<file path="src/hw/dms_pkg.sv">
/*
  Shared constants and types of the dual multiply-subtract/accumulate
  datapath: register indices, field positions, opcode codes, saturation
  and rounding constants, and the structs that carry operands, addresses
  and results.
  Assumes a word-addressed register bus and 16-bit memory read buses.

  // How it works
  // (RULE1) Shared single-word form: fifth nibble 0001, sixth nibble upper bits 11.
  // (RULE2) Long-word form: fifth nibble 0101, sixth nibble upper bits 11.
  // (RULE3) One pass: upper unit subtracts from accum_y, lower unit adds to accum_x.
  // (RULE4) Single-word form: operand_d_bus word feeds both multipliers.
  // (RULE5) Upper coefficient read at coeff_pointer on coeff_high_bus, to upper unit.
  // (RULE6) Lower coefficient read at paired address (+1 even, -1 odd), coeff_low_bus.
  // (RULE7) Long form: high operand at effective location on operand_c_bus, upper unit.
  // (RULE8) Long form: low operand at paired address on operand_d_bus, lower unit.
  // (RULE9) Multiplier inputs widened to 17 bits: zero if unsigned, else sign.
  // (RULE10) Fractional mode shifts each product left by one.
  // (RULE11) Product saturate bit governs product overflow handling.
  // (RULE12) Upper 32-bit product sign-extended to 40 bits, subtracted from accum_y.
  // (RULE13) Lower 32-bit product sign-extended to 40 bits, added to accum_x.
  // (RULE14) Rounding qualifier rounds both results per rounding mode bit.
  // (RULE15) Overflow checked at width from wide mode bit; sets destination flag.
  // (RULE16) On overflow, saturate per accumulator saturate bit.
  // (RULE17) 40-bit qualifier forces wide mode for this instruction only.
  // (RULE18) Software keeps the coefficient operand in internal memory.
  // (RULE19) Both forms may run under the single-instruction repeat.
  // (RULE20) Coefficient pointer post-increment with half select adds 2.
  // (RULE21) Long form data pointer post-decrement with half select subtracts 2.
  // (RULE22) Single-word data pointer post-decrement subtracts 1.
  // (RULE23) Both accumulators and both flags commit in the same cycle.
*/

package dms_pkg;

  ////////////////////////////////////////////////////////////////////////////
  // Register word indices
  localparam logic [3:0] REG_MODE = 4'h0;
  localparam logic [3:0] REG_INSTR = 4'h1;
  localparam logic [3:0] REG_REPEAT = 4'h2;
  localparam logic [3:0] REG_STATUS = 4'h3;
  localparam logic [3:0] REG_CPTR = 4'h4;
  localparam logic [3:0] REG_APTR = 4'h5;
  localparam logic [3:0] REG_ACC_BASE = 4'h8;

  // Status bit positions; overflow flags sit in bits 3..0
  localparam int STAT_ILLEGAL = 4;
  localparam int STAT_BUSY = 8;
  localparam logic [4:0] STAT_W1C_MASK = 5'h1f;

  ////////////////////////////////////////////////////////////////////////////
  // Opcode codes
  localparam logic [7:0] OPC_HEAD = 8'hfd;
  localparam logic [3:0] NIB5_SHARED = 4'h1;
  localparam logic [3:0] NIB5_LONG = 4'h5;
  localparam logic [1:0] NIB6_TOP = 2'h3;
  localparam logic [1:0] PMOD_INC = 2'h1;
  localparam logic [1:0] PMOD_DEC = 2'h2;

  // Pointer steps
  localparam logic [15:0] STEP_WORD = 16'h0001;
  localparam logic [15:0] STEP_PAIR = 16'h0002;

  ////////////////////////////////////////////////////////////////////////////
  // Arithmetic constants
  localparam int NARROW_MSB = 31;
  localparam int RND_LSB = 16;
  localparam logic [16:0] PRODUCT_SATURATE_BIT_MIN17 = 17'h1_8000;
  localparam logic [31:0] PRODUCT_SATURATE_BIT_SAT = 32'h7fff_ffff;
  localparam logic [40:0] RND_HALF = 41'h000_0000_8000;
  localparam logic [40:0] RND_MASK = 41'h1ff_ffff_0000;
  localparam logic [15:0] RND_TIE = 16'h8000;
  localparam logic [39:0] SAT40_POS = 40'h7f_ffff_ffff;
  localparam logic [39:0] SAT40_NEG = 40'h80_0000_0000;
  localparam logic [39:0] SAT32_POS = 40'h00_7fff_ffff;
  localparam logic [39:0] SAT32_NEG = 40'hff_8000_0000;

  ////////////////////////////////////////////////////////////////////////////
  // Types
  typedef enum logic [3:0] {
    S_IDLE = 4'h1,
    S_FETCH = 4'h2,
    S_MUL = 4'h4,
    S_COMMIT = 4'h8
  } dms_state_t;

  typedef struct packed {
    logic accum_saturate_bit;
    logic wide_overflow_mode_bit;
    logic rounding_mode_bit;
    logic product_saturate_bit;
    logic fractional_mode_bit;
  } dms_mode_t;

  typedef struct packed {
    logic long_form;
    logic [6:0] doff;
    logic indirect;
    logic [1:0] amod;
    logic [1:0] cmod;
    logic [1:0] accum_x;
    logic [1:0] accum_y;
    logic data_uns;
    logic coeff_uns;
    logic force40;
    logic round;
  } dms_instr_t;

  typedef struct packed {
    logic [15:0] operand_d_bus;
    logic [15:0] operand_c_bus;
    logic [15:0] coeff_low_bus;
    logic [15:0] coeff_high_bus;
  } dms_rdbus_t;

  typedef struct packed {
    logic [15:0] data_addr;
    logic [15:0] data_pair_addr;
    logic [15:0] coeff_address_bus;
    logic [15:0] coeff_pair_addr;
    logic data_rd;
    logic data_pair_rd;
    logic coeff_rd;
  } dms_addr_t;

  typedef struct packed {
    logic ovf;
    logic [39:0] value;
  } dms_res_t;

endpackage : dms_pkg

</file>
<file path="src/hw/dms_datapath.sv">
/*
  Dual multiply-subtract/accumulate datapath with Avalon-MM register
  slave, operand address generation, two 17x17 multipliers, rounding,
  overflow detection, saturation and pointer post-modification.
  Assumes synchronous memories on ref_clk that return read data one
  cycle after the read strobe, and a single-clock system.
*/
// Implementation choices: the register addresses and register access over Avalon-MM.
`timescale 1ns/1ns
`default_nettype none

module dms_datapath
  import dms_pkg::*;
#(
  parameter int REP_W = 8
)
(
  input wire logic ref_clk,
  input wire logic rst_b,
  input wire logic [3:0] avs_address,
  input wire logic avs_read,
  input wire logic avs_write,
  input wire logic [31:0] avs_writedata,
  output logic [31:0] avs_readdata,
  output logic avs_waitrequest,
  input wire dms_pkg::dms_rdbus_t rdbus,
  output dms_pkg::dms_addr_t mem_addr,
  output logic [3:0] ovf_flags
);
  import dms_pkg::*;

  // Repeat counter must fit the low half of the bus word
  if (REP_W < 1 || REP_W > 16) begin : g_bad_rep
    $error("REP_W must lie between 1 and 16");
  end

  ////////////////////////////////////////////////////////////////////////////
  // Helper functions

  // Opcode acceptance for the two handled forms
  function automatic logic legal(input logic [31:0] w);
    return w[31:24] == OPC_HEAD && w[11:10] == NIB6_TOP &&
      (w[15:12] == NIB5_SHARED || w[15:12] == NIB5_LONG); // [RULE1] [RULE2]
  endfunction : legal

  function automatic dms_instr_t decode(input logic [31:0] w);
    dms_instr_t d;
    d.long_form = w[15:12] == NIB5_LONG; // [RULE2]
    d.doff = w[23:17];
    d.indirect = w[16];
    d.amod = w[18:17];
    d.cmod = w[9:8];
    d.accum_x = w[7:6];
    d.accum_y = w[5:4];
    d.data_uns = w[3];
    d.coeff_uns = w[2];
    d.force40 = w[1];
    d.round = w[0];
    return d;
  endfunction : decode

  // Partner word of a long pair: +1 when even, -1 when odd
  function automatic logic [15:0] pair(input logic [15:0] a);
    return a[0] ? a - STEP_WORD : a + STEP_WORD; // [RULE6] [RULE8]
  endfunction : pair

  function automatic logic [16:0] ext17(input logic [15:0] v, input logic u);
    return u ? {1'b0, v} : {v[15], v}; // [RULE9]
  endfunction : ext17

  function automatic logic [31:0] mult(input logic [16:0] a,
                                       input logic [16:0] b,
                                       input dms_mode_t m);
    logic signed [33:0] p;
    p = $signed(a) * $signed(b);
    if (m.fractional_mode_bit)
    begin
      p = p <<< 1; // [RULE10]
    end
    // For signed operands only the fractional min-times-min case can pass 32 bits
    if (m.product_saturate_bit && m.fractional_mode_bit &&
        a == PRODUCT_SATURATE_BIT_MIN17 && b == PRODUCT_SATURATE_BIT_MIN17)
    begin
      return PRODUCT_SATURATE_BIT_SAT; // [RULE11]
    end
    return p[31:0];
  endfunction : mult

  function automatic dms_res_t accumulate(input logic [39:0] acc,
                                          input logic [31:0] prod,
                                          input logic sub,
                                          input logic rnd,
                                          input logic wide,
                                          input dms_mode_t m);
    logic [40:0] s;
    logic tie;
    dms_res_t r;
    // One guard bit above 40 exposes wide overflow
    s = sub ? {acc[39], acc} - {{9{prod[31]}}, prod}
            : {acc[39], acc} + {{9{prod[31]}}, prod}; // [RULE12] [RULE13]
    tie = s[15:0] == RND_TIE;
    if (rnd)
    begin
      s = (s + RND_HALF) & RND_MASK; // [RULE14]
      if (m.rounding_mode_bit && tie)
      begin
        s[RND_LSB] = 1'b0;
      end
    end
    r.ovf = wide ? s[40] != s[39]
                 : !(&s[40:NARROW_MSB] || ~|s[40:NARROW_MSB]); // [RULE15]
    r.value = s[39:0];
    if (r.ovf && m.accum_saturate_bit)
    begin
      if (wide)
      begin
        r.value = s[40] ? SAT40_NEG : SAT40_POS; // [RULE16]
      end
      else
      begin
        r.value = s[40] ? SAT32_NEG : SAT32_POS; // [RULE16]
      end
    end
    return r;
  endfunction : accumulate

  ////////////////////////////////////////////////////////////////////////////
  // State and registers
  dms_state_t state;
  dms_mode_t mode;
  dms_instr_t ir;
  logic [31:0] ir_word;
  logic [REP_W-1:0] repeat_count;
  logic [REP_W-1:0] rep_left;
  logic [15:0] coeff_pointer;
  logic [15:0] aux_pointer_three;
  logic [39:0] acc [4];
  logic illegal;
  logic [16:0] op_up_a;
  logic [16:0] op_up_b;
  logic [16:0] op_lo_a;
  logic [16:0] op_lo_b;
  logic [31:0] prod_up;
  logic [31:0] prod_lo;
  dms_res_t res_y;
  dms_res_t res_x;
  logic launch;
  logic bus_wr;
  logic bus_rd;
  logic next_fetch;
  logic last_pass;
  logic [15:0] ea;
  logic [15:0] next_ea;
  dms_instr_t next_ir;
  logic [15:0] data_step;
  logic [31:0] next_readdata;

  // Bus requests are served only while idle; a legal instruction write stalls
  assign launch = state == S_IDLE && avs_waitrequest && avs_write &&
    avs_address == REG_INSTR && legal(avs_writedata);
  assign bus_wr = state == S_IDLE && avs_waitrequest && avs_write && !launch;
  assign bus_rd = state == S_IDLE && avs_waitrequest && avs_read;
  assign last_pass = state == S_COMMIT && rep_left == '0;
  assign next_fetch = launch || (state == S_COMMIT && rep_left != '0);

  // Effective location of the data operand and its post-modify step
  assign ea = ir.indirect ? aux_pointer_three : {9'h000, ir.doff};
  assign data_step = ir.long_form ? STEP_PAIR : STEP_WORD; // [RULE21] [RULE22]

  // Fields of the word being written, used on the launch edge only
  assign next_ir = decode(avs_writedata);
  assign next_ea = next_ir.indirect ? aux_pointer_three
    : {9'h000, next_ir.doff};

  // Products and results from the registered, widened operands
  assign prod_up = mult(op_up_a, op_up_b, mode);
  assign prod_lo = mult(op_lo_a, op_lo_b, mode);
  assign res_y = accumulate(acc[ir.accum_y], prod_up, 1'b1, ir.round,
    mode.wide_overflow_mode_bit | ir.force40, mode); // [RULE3] [RULE17]
  assign res_x = accumulate(acc[ir.accum_x], prod_lo, 1'b0, ir.round,
    mode.wide_overflow_mode_bit | ir.force40, mode); // [RULE3] [RULE17]

  ////////////////////////////////////////////////////////////////////////////
  // Sequencer: fetch, multiply, commit, then repeat or finish
  always_ff @(posedge ref_clk or negedge rst_b)
  begin
    if (!rst_b)
    begin
      state <= S_IDLE;
      rep_left <= '0;
      ir_word <= '0;
      ir <= '0;
    end
    else
    begin
      case (state)
        S_IDLE:
        begin
          if (launch)
          begin
            state <= S_FETCH;
            ir_word <= avs_writedata;
            ir <= next_ir;
            rep_left <= repeat_count; // [RULE19]
          end
        end
        S_FETCH: state <= S_MUL;
        S_MUL: state <= S_COMMIT;
        S_COMMIT:
        begin
          if (rep_left != '0)
          begin
            state <= S_FETCH; // [RULE19]
            rep_left <= rep_left - 1'b1;
          end
          else
          begin
            state <= S_IDLE;
          end
        end
        default: state <= S_IDLE;
      endcase
    end
  end

  // Memory addresses registered ahead of each fetch cycle
  always_ff @(posedge ref_clk or negedge rst_b)
  begin
    if (!rst_b)
    begin
      mem_addr <= '0;
    end
    else
    begin
      mem_addr.data_rd <= next_fetch;
      mem_addr.coeff_rd <= next_fetch;
      mem_addr.data_pair_rd <= next_fetch &&
        (launch ? next_ir.long_form : ir.long_form);
      if (launch)
      begin
        mem_addr.data_addr <= next_ea; // [RULE7]
        mem_addr.data_pair_addr <= pair(next_ea); // [RULE8]
      end
      else if (next_fetch)
      begin
        mem_addr.data_addr <= ea; // [RULE7]
        mem_addr.data_pair_addr <= pair(ea); // [RULE8]
      end
      if (next_fetch)
      begin
        mem_addr.coeff_address_bus <= coeff_pointer; // [RULE5]
        mem_addr.coeff_pair_addr <= pair(coeff_pointer); // [RULE6]
      end
    end
  end

  // Pointers: software loads while idle, post-modify leaves fetch
  always_ff @(posedge ref_clk or negedge rst_b)
  begin
    if (!rst_b)
    begin
      coeff_pointer <= '0;
      aux_pointer_three <= '0;
    end
    else if (bus_wr && avs_address == REG_CPTR)
    begin
      coeff_pointer <= avs_writedata[15:0];
    end
    else if (bus_wr && avs_address == REG_APTR)
    begin
      aux_pointer_three <= avs_writedata[15:0];
    end
    else if (state == S_FETCH)
    begin
      if (ir.cmod == PMOD_INC)
      begin
        coeff_pointer <= coeff_pointer + STEP_PAIR; // [RULE20]
      end
      else if (ir.cmod == PMOD_DEC)
      begin
        coeff_pointer <= coeff_pointer - STEP_PAIR;
      end
      if (ir.indirect && ir.amod == PMOD_INC)
      begin
        aux_pointer_three <= aux_pointer_three + data_step;
      end
      else if (ir.indirect && ir.amod == PMOD_DEC)
      begin
        aux_pointer_three <= aux_pointer_three - data_step; // [RULE21] [RULE22]
      end
    end
  end

  // Operand capture; read data is valid the cycle after the strobe
  always_ff @(posedge ref_clk or negedge rst_b)
  begin
    if (!rst_b)
    begin
      op_up_a <= '0;
      op_up_b <= '0;
      op_lo_a <= '0;
      op_lo_b <= '0;
    end
    else if (state == S_MUL)
    begin
      op_up_a <= ext17(ir.long_form ? rdbus.operand_c_bus
        : rdbus.operand_d_bus, ir.data_uns); // [RULE4] [RULE7] [RULE9]
      op_lo_a <= ext17(rdbus.operand_d_bus, ir.data_uns); // [RULE4] [RULE8]
      op_up_b <= ext17(rdbus.coeff_high_bus, ir.coeff_uns); // [RULE5]
      op_lo_b <= ext17(rdbus.coeff_low_bus, ir.coeff_uns); // [RULE6]
    end
  end

  // Accumulators and flags; both results land on one edge
  always_ff @(posedge ref_clk or negedge rst_b)
  begin
    if (!rst_b)
    begin
      for (int i = 0; i < 4; i++)
      begin
        acc[i] <= '0;
      end
      ovf_flags <= '0;
    end
    else if (state == S_COMMIT)
    begin
      // Same register on both sides: the lower unit's result wins
      acc[ir.accum_y] <= res_y.value; // [RULE23]
      acc[ir.accum_x] <= res_x.value; // [RULE23]
      ovf_flags[ir.accum_y] <= ovf_flags[ir.accum_y] | res_y.ovf; // [RULE15]
      ovf_flags[ir.accum_x] <= ovf_flags[ir.accum_x] | res_x.ovf; // [RULE15]
    end
    else if (bus_wr && avs_address >= REG_ACC_BASE)
    begin
      if (avs_address[0])
      begin
        acc[avs_address[2:1]][39:32] <= avs_writedata[7:0];
      end
      else
      begin
        acc[avs_address[2:1]][31:0] <= avs_writedata;
      end
    end
    else if (bus_wr && avs_address == REG_STATUS)
    begin
      ovf_flags <= ovf_flags & ~avs_writedata[3:0];
    end
  end

  // Mode, repeat count and illegal-opcode flag
  always_ff @(posedge ref_clk or negedge rst_b)
  begin
    if (!rst_b)
    begin
      mode <= '0;
      repeat_count <= '0;
      illegal <= 1'b0;
    end
    else
    begin
      if (bus_wr && avs_address == REG_MODE)
      begin
        mode <= dms_mode_t'(avs_writedata[4:0]);
      end
      if (bus_wr && avs_address == REG_REPEAT)
      begin
        repeat_count <= avs_writedata[REP_W-1:0];
      end
      // A fresh illegal opcode outranks a clear in the same cycle
      if (bus_wr && avs_address == REG_INSTR)
      begin
        illegal <= 1'b1;
      end
      else if (bus_wr && avs_address == REG_STATUS &&
               avs_writedata[STAT_ILLEGAL])
      begin
        illegal <= 1'b0;
      end
    end
  end

  ////////////////////////////////////////////////////////////////////////////
  // Register read decode; unmapped words read zero
  always_comb
  begin
    next_readdata = '0;
    if (avs_address >= REG_ACC_BASE)
    begin
      if (avs_address[0])
      begin
        next_readdata[7:0] = acc[avs_address[2:1]][39:32];
      end
      else
      begin
        next_readdata = acc[avs_address[2:1]][31:0];
      end
    end
    else if (avs_address == REG_MODE)
    begin
      next_readdata[4:0] = mode;
    end
    else if (avs_address == REG_INSTR)
    begin
      next_readdata = ir_word;
    end
    else if (avs_address == REG_REPEAT)
    begin
      next_readdata[REP_W-1:0] = repeat_count;
    end
    else if (avs_address == REG_STATUS)
    begin
      next_readdata[3:0] = ovf_flags;
      next_readdata[STAT_ILLEGAL] = illegal;
      next_readdata[STAT_BUSY] = state != S_IDLE;
    end
    else if (avs_address == REG_CPTR)
    begin
      next_readdata[15:0] = coeff_pointer;
    end
    else if (avs_address == REG_APTR)
    begin
      next_readdata[15:0] = aux_pointer_three;
    end
  end

  // Answer one cycle after a plain access, or after the last commit
  always_ff @(posedge ref_clk or negedge rst_b)
  begin
    if (!rst_b)
    begin
      avs_waitrequest <= 1'b1;
      avs_readdata <= '0;
    end
    else if (!avs_waitrequest)
    begin
      avs_waitrequest <= 1'b1;
    end
    else if (last_pass || bus_wr)
    begin
      avs_waitrequest <= 1'b0;
    end
    else if (bus_rd)
    begin
      avs_waitrequest <= 1'b0;
      avs_readdata <= next_readdata;
    end
  end

  ////////////////////////////////////////////////////////////////////////////
  // Checks

  property p_launch;
    @(posedge ref_clk) disable iff (!rst_b)
    launch |=> state == S_FETCH && mem_addr.data_rd && mem_addr.coeff_rd;
  endproperty
  a_launch: assert property (p_launch) // [RULE1] [RULE2]
    else $error("legal opcode did not start a fetch");

  property p_pass;
    @(posedge ref_clk) disable iff (!rst_b)
    state == S_FETCH |=> state == S_MUL ##1 state == S_COMMIT;
  endproperty
  a_pass: assert property (p_pass) // [RULE3]
    else $error("pass did not finish in three cycles");

  property p_shared;
    @(posedge ref_clk) disable iff (!rst_b)
    state == S_COMMIT && !ir.long_form |-> op_up_a == op_lo_a;
  endproperty
  a_shared: assert property (p_shared) // [RULE4]
    else $error("shared word differs between multipliers");

  property p_long_high;
    @(posedge ref_clk) disable iff (!rst_b)
    state == S_MUL && ir.long_form |=>
      op_up_a[15:0] == $past(rdbus.operand_c_bus);
  endproperty
  a_long_high: assert property (p_long_high) // [RULE7]
    else $error("upper unit did not take the high operand");

  property p_pair;
    @(posedge ref_clk) disable iff (!rst_b)
    state == S_FETCH |->
      mem_addr.coeff_pair_addr[0] != mem_addr.coeff_address_bus[0] &&
      mem_addr.coeff_pair_addr[15:1] == mem_addr.coeff_address_bus[15:1];
  endproperty
  a_pair: assert property (p_pair) // [RULE6]
    else $error("coefficient pair address wrong");

  property p_cptr_inc;
    @(posedge ref_clk) disable iff (!rst_b)
    state == S_FETCH && ir.cmod == PMOD_INC |=>
      coeff_pointer == $past(coeff_pointer) + STEP_PAIR;
  endproperty
  a_cptr_inc: assert property (p_cptr_inc) // [RULE20]
    else $error("coefficient pointer did not advance by two");

  property p_aptr_dec;
    @(posedge ref_clk) disable iff (!rst_b)
    state == S_FETCH && ir.indirect && ir.amod == PMOD_DEC |=>
      aux_pointer_three == $past(aux_pointer_three) -
        (ir.long_form ? STEP_PAIR : STEP_WORD);
  endproperty
  a_aptr_dec: assert property (p_aptr_dec) // [RULE21] [RULE22]
    else $error("data pointer decrement step wrong");

  property p_unsigned;
    @(posedge ref_clk) disable iff (!rst_b)
    state == S_COMMIT && ir.data_uns |-> !op_up_a[16] && !op_lo_a[16];
  endproperty
  a_unsigned: assert property (p_unsigned) // [RULE9]
    else $error("unsigned operand was sign extended");

  property p_sub;
    @(posedge ref_clk) disable iff (!rst_b)
    state == S_COMMIT && !ir.round && !res_y.ovf |->
      res_y.value == acc[ir.accum_y] - {{8{prod_up[31]}}, prod_up};
  endproperty
  a_sub: assert property (p_sub) // [RULE12]
    else $error("upper result is not a subtraction");

  property p_commit;
    @(posedge ref_clk) disable iff (!rst_b)
    state == S_COMMIT && ir.accum_x != ir.accum_y |=>
      acc[ir.accum_x] == $past(res_x.value) &&
      acc[ir.accum_y] == $past(res_y.value);
  endproperty
  a_commit: assert property (p_commit) // [RULE23]
    else $error("results not committed together");

  property p_flags_hold;
    @(posedge ref_clk) disable iff (!rst_b)
    state == S_FETCH || state == S_MUL |=> $stable(ovf_flags);
  endproperty
  a_flags_hold: assert property (p_flags_hold) // [RULE23]
    else $error("overflow flag changed outside commit");

endmodule : dms_datapath

`default_nettype wire

</file>
<file path="config.mk">
export PLATFORM = sky130hd
export DESIGN_NAME = dms_datapath
export DESIGN_NICKNAME = d
export VERILOG_FILES = /design/src/hw/dms_pkg.sv /design/src/hw/dms_datapath.sv
export SDC_FILE = /design/constraint.sdc
export NUM_CORES = 2
export LEC_CHECK = 0
export ABC_CLOCK_PERIOD_IN_PS = 24300
export BUFFER_PORTS_ARGS = -buffer_cell sky130_fd_sc_hd__buf_4
export CAP_MARGIN = 20
export CORE_MARGIN = 1.5
export CORE_UTILIZATION = 50
export CTS_CLUSTER_DIAMETER = 200
export DETAILED_ROUTE_END_ITERATION = 8
export GPL_TIMING_DRIVEN = 1
export PLACE_DENSITY_LB_ADDON = 0.2
export SLEW_MARGIN = 20
export SYNTH_ARGS = -nofsm -noshare
export SYNTH_HDL_FRONTEND = slang
export SYNTH_SLANG_ARGS = --single-unit
</file>
<file path="constraint.sdc">
create_clock -name ref_clk -period 24.3 [get_ports ref_clk]
set_input_delay 0 -clock ref_clk [delete_from_list [all_inputs] [get_ports ref_clk]]
set_output_delay 0 -clock ref_clk [all_outputs]
set_load 0.005 [all_outputs]
</file>
==> qor.csv <==
metric;value;unit
synth cell count leaders;nand2_1, inv_1, fa_1, dfrtp_1, a21oi_1;
Final Cycle Share;0.572;
Synth Net Count;7372;
Worst Path Required;24770;ps
CTS tree;done;
top cells by area, synth;fa_1, dfrtp_1, ha_1;
met1 Track Usage GR;0.471;
power per cell area;54.1;nW/µm²
CTS Buffer Depth;3;
vias;49800;
1st-iter DRT viols;5762;
layout cells sized above 1;0.0946;
syn_area_per_cell;8.67;µm²
relative slew slack;0.184;
setup bufs post-CTS;0;
Final Hold Vio Count;0;
EDFF count, synth;0;
Crit. End Element;flop;
Total Routing Usage GR;0.347;
Reg clk slew, reported paths;70;ps
largest area contributor in the netlist;fa_1;
fin crit period;13890;ps
first-pass GRT wire length;301;mm
RSZ-0062 raised after global routing;no;
FFs w/ async S/R, synth;1.00;
Setup TNS;0;ps
maxcap violations;0;
initial antenna violation count;6;
DRC viols;0;
fmax;0.0720;GHz
register area share after synthesis;0.190;
Via-to-Cell Ratio;6.28;
height of the die;336;µm
Worst Path Arrival;14370;ps
Min-Delay Path Class;in2reg;
initial core utilization;0.506;
status;finished clean;
Leak;27.4;nW
post-DP HPWL;145;mm
most frequent cell after synthesis;nand2_1;
Ports;208;
die width;336;µm
final WL;195;mm
synth unique cells;107;
Synth top area share;0.205;
Die Area;113000;µm²
peak supply drop;65.0;µV
# setup viols final;0;
row count;121;
CP dominant cell by count;fa_1;
Mapped Area;55400;µm²
WL/cell;24.6;µm
Setup crit start kind;flop;
core region area;109000;µm²
Worst-Skew Late Latency;680;ps
Root Buffer;clkbuf_16;
CTS Buf Count;52;
slew at the pin closest to its max-slew limit;1220;ps
most used routing layer;met2;
Mapped Cells;6395;
H-Tree Level Count;2;
max incr delay on CP;1090;ps
met2 usage;0.523;
First-pass DRT Iterations;6;
Max Slew Vio Count;0;
Placer Congestion;0.990;
grt total ovfl;0;
Setup CP Type;reg2reg;
Slowest-stage cell, CP;a221oi_4;
largest net degree at the start of global routing;147;
Worst Path Max Fanout;19;
synth warn;0;
post-route ant nets;0;
Final Skew;38.5;ps
clock sinks;421;
PortBufs;207;
met3 GRT Util;0.0873;
number of synthesized register bits;421;
vias in the first global route;49000;
worst slack at placement;10750;ps
P&R area growth vs syn;9.59;%
Post-synth top flop;dfrtp_1;
fin nets;7396;
Setup WS post-layout;10410;ps
-- metal layers --
metal,share of wire,up-vias
met4,0.052,2
met3,0.11,568
li1,-,21900
met1,0.40,24700
met5,0.000067,-
met2,0.44,2689
-- stage by stage --
stage	cell area (µm²)	power [mW]	util	cells	hold slack, ps
global placement	57900	2.35	0.529	7740	46.1
detailed placement	57900	2.37	0.529	7740	46.1
floorplan	55400	1.87	-	6395	-296
CTS	60700	3.23	0.555	7936	37.5
finish	60800	3.29	0.555	7940	48.8
global route	60800	3.42	0.555	7938	75.7
-- cell type report --
cell class / count / area [µm²]
repair buffers: 384 / 3170
inverters: 685 / 2570
flip-flops and latches: 421 / 10500
clock buffers: 70 / 1460
diodes: 4 / 10.0
multi-input cells: 4875 / 40800
fillers: 9973 / 48700
clock inverters: 25 / 325
well taps: 1476 / 1850
-- flip-flops by register name, summed over array words and instances, names as in the netlist, 10 cells and up --
register,flops
acc,160
op_lo_a,17
coeff_pointer,16
ir_word,23
op_up_b,17
op_lo_b,17
ir,10
mem_addr,65
aux_pointer_three,16
avs_readdata,32
op_up_a,17
-- path summary, 6_finish.rpt --
kind                              startpoint  cells past startpoint           end  slack (ps)
worst max-delay path              op_lo_a[8]                     49        acc[2]       10410
worst min-delay path               rdbus[12]                      4   op_up_b[12]          50
worst max register to register    op_lo_a[8]                     49        acc[2]       10410
worst min register to register  mem_addr[29]                      2  mem_addr[29]         470
max in group asynchronous              rst_b                      5         ir[6]       21620
min in group asynchronous              rst_b                      3  mem_addr[10]         430
-- critical path, delay by kind of cell, from the launching register on --
family | cells | cell delay, ps
XOR/XNOR | 2 | 430
adder cells (fa/ha/maj) | 9 | 4090
AND/OR/NAND/NOR | 15 | 3190
buffers and inverters | 5 | 430
flip-flops | 1 | 660
AO/OA/AOI/OAI | 18 | 4870
-- cells in the final DEF (no fill, tap or decap), types with 28 or more instances in the layout --
cell and count:
nand3_1 123, mux2_2 39, o21ai_0 247, nor3_1 58, nor2b_1 38, xor2_1 59, nand2_1 863, nor4_1 28
a22oi_1 53, a211oi_1 71, mux2i_1 44, o21bai_1 51, a21o_1 56, a31oi_1 100, fa_1 568, a211o_1 31
and2_1 340, a21oi_1 403, mux4_2 120, xnor2_1 175, buf_4 281, dlygate4sd3_1 100, o21a_1 51, dfrtp_1 414
and3_1 29, ha_1 305, o211ai_1 62, nor2_1 385, inv_1 680, clkbuf_16 52, a221oi_1 81, nand2b_1 69
-- where the power goes --
group	total, mW	internal [mW]	switching (mW)
clock network	0.841	0.469	0.372
logic	1.50	0.541	0.959
registers	0.944	0.806	0.138
total	3.29	1.82	1.47
-- kinds of logic after synthesis --
family                     count (synthesis)  synth area share
DFF                                      421             0.190
and+or+nand+nor                         2095             0.180
adders and majority gates                873             0.274
xor gates and xnor gates                 240            0.0393
AOI/OAI and AO/OA                       1463             0.177
muxes                                    204            0.0648
buffers and inverters                   1099            0.0755
-- timing repair --
action                                 in CTS  in global routing
hold buffers                              101                  0
resized for setup                           0                  0
endpoints found under the hold margin     398                  0
Note: power is estimated with default switching activity, not from simulation.
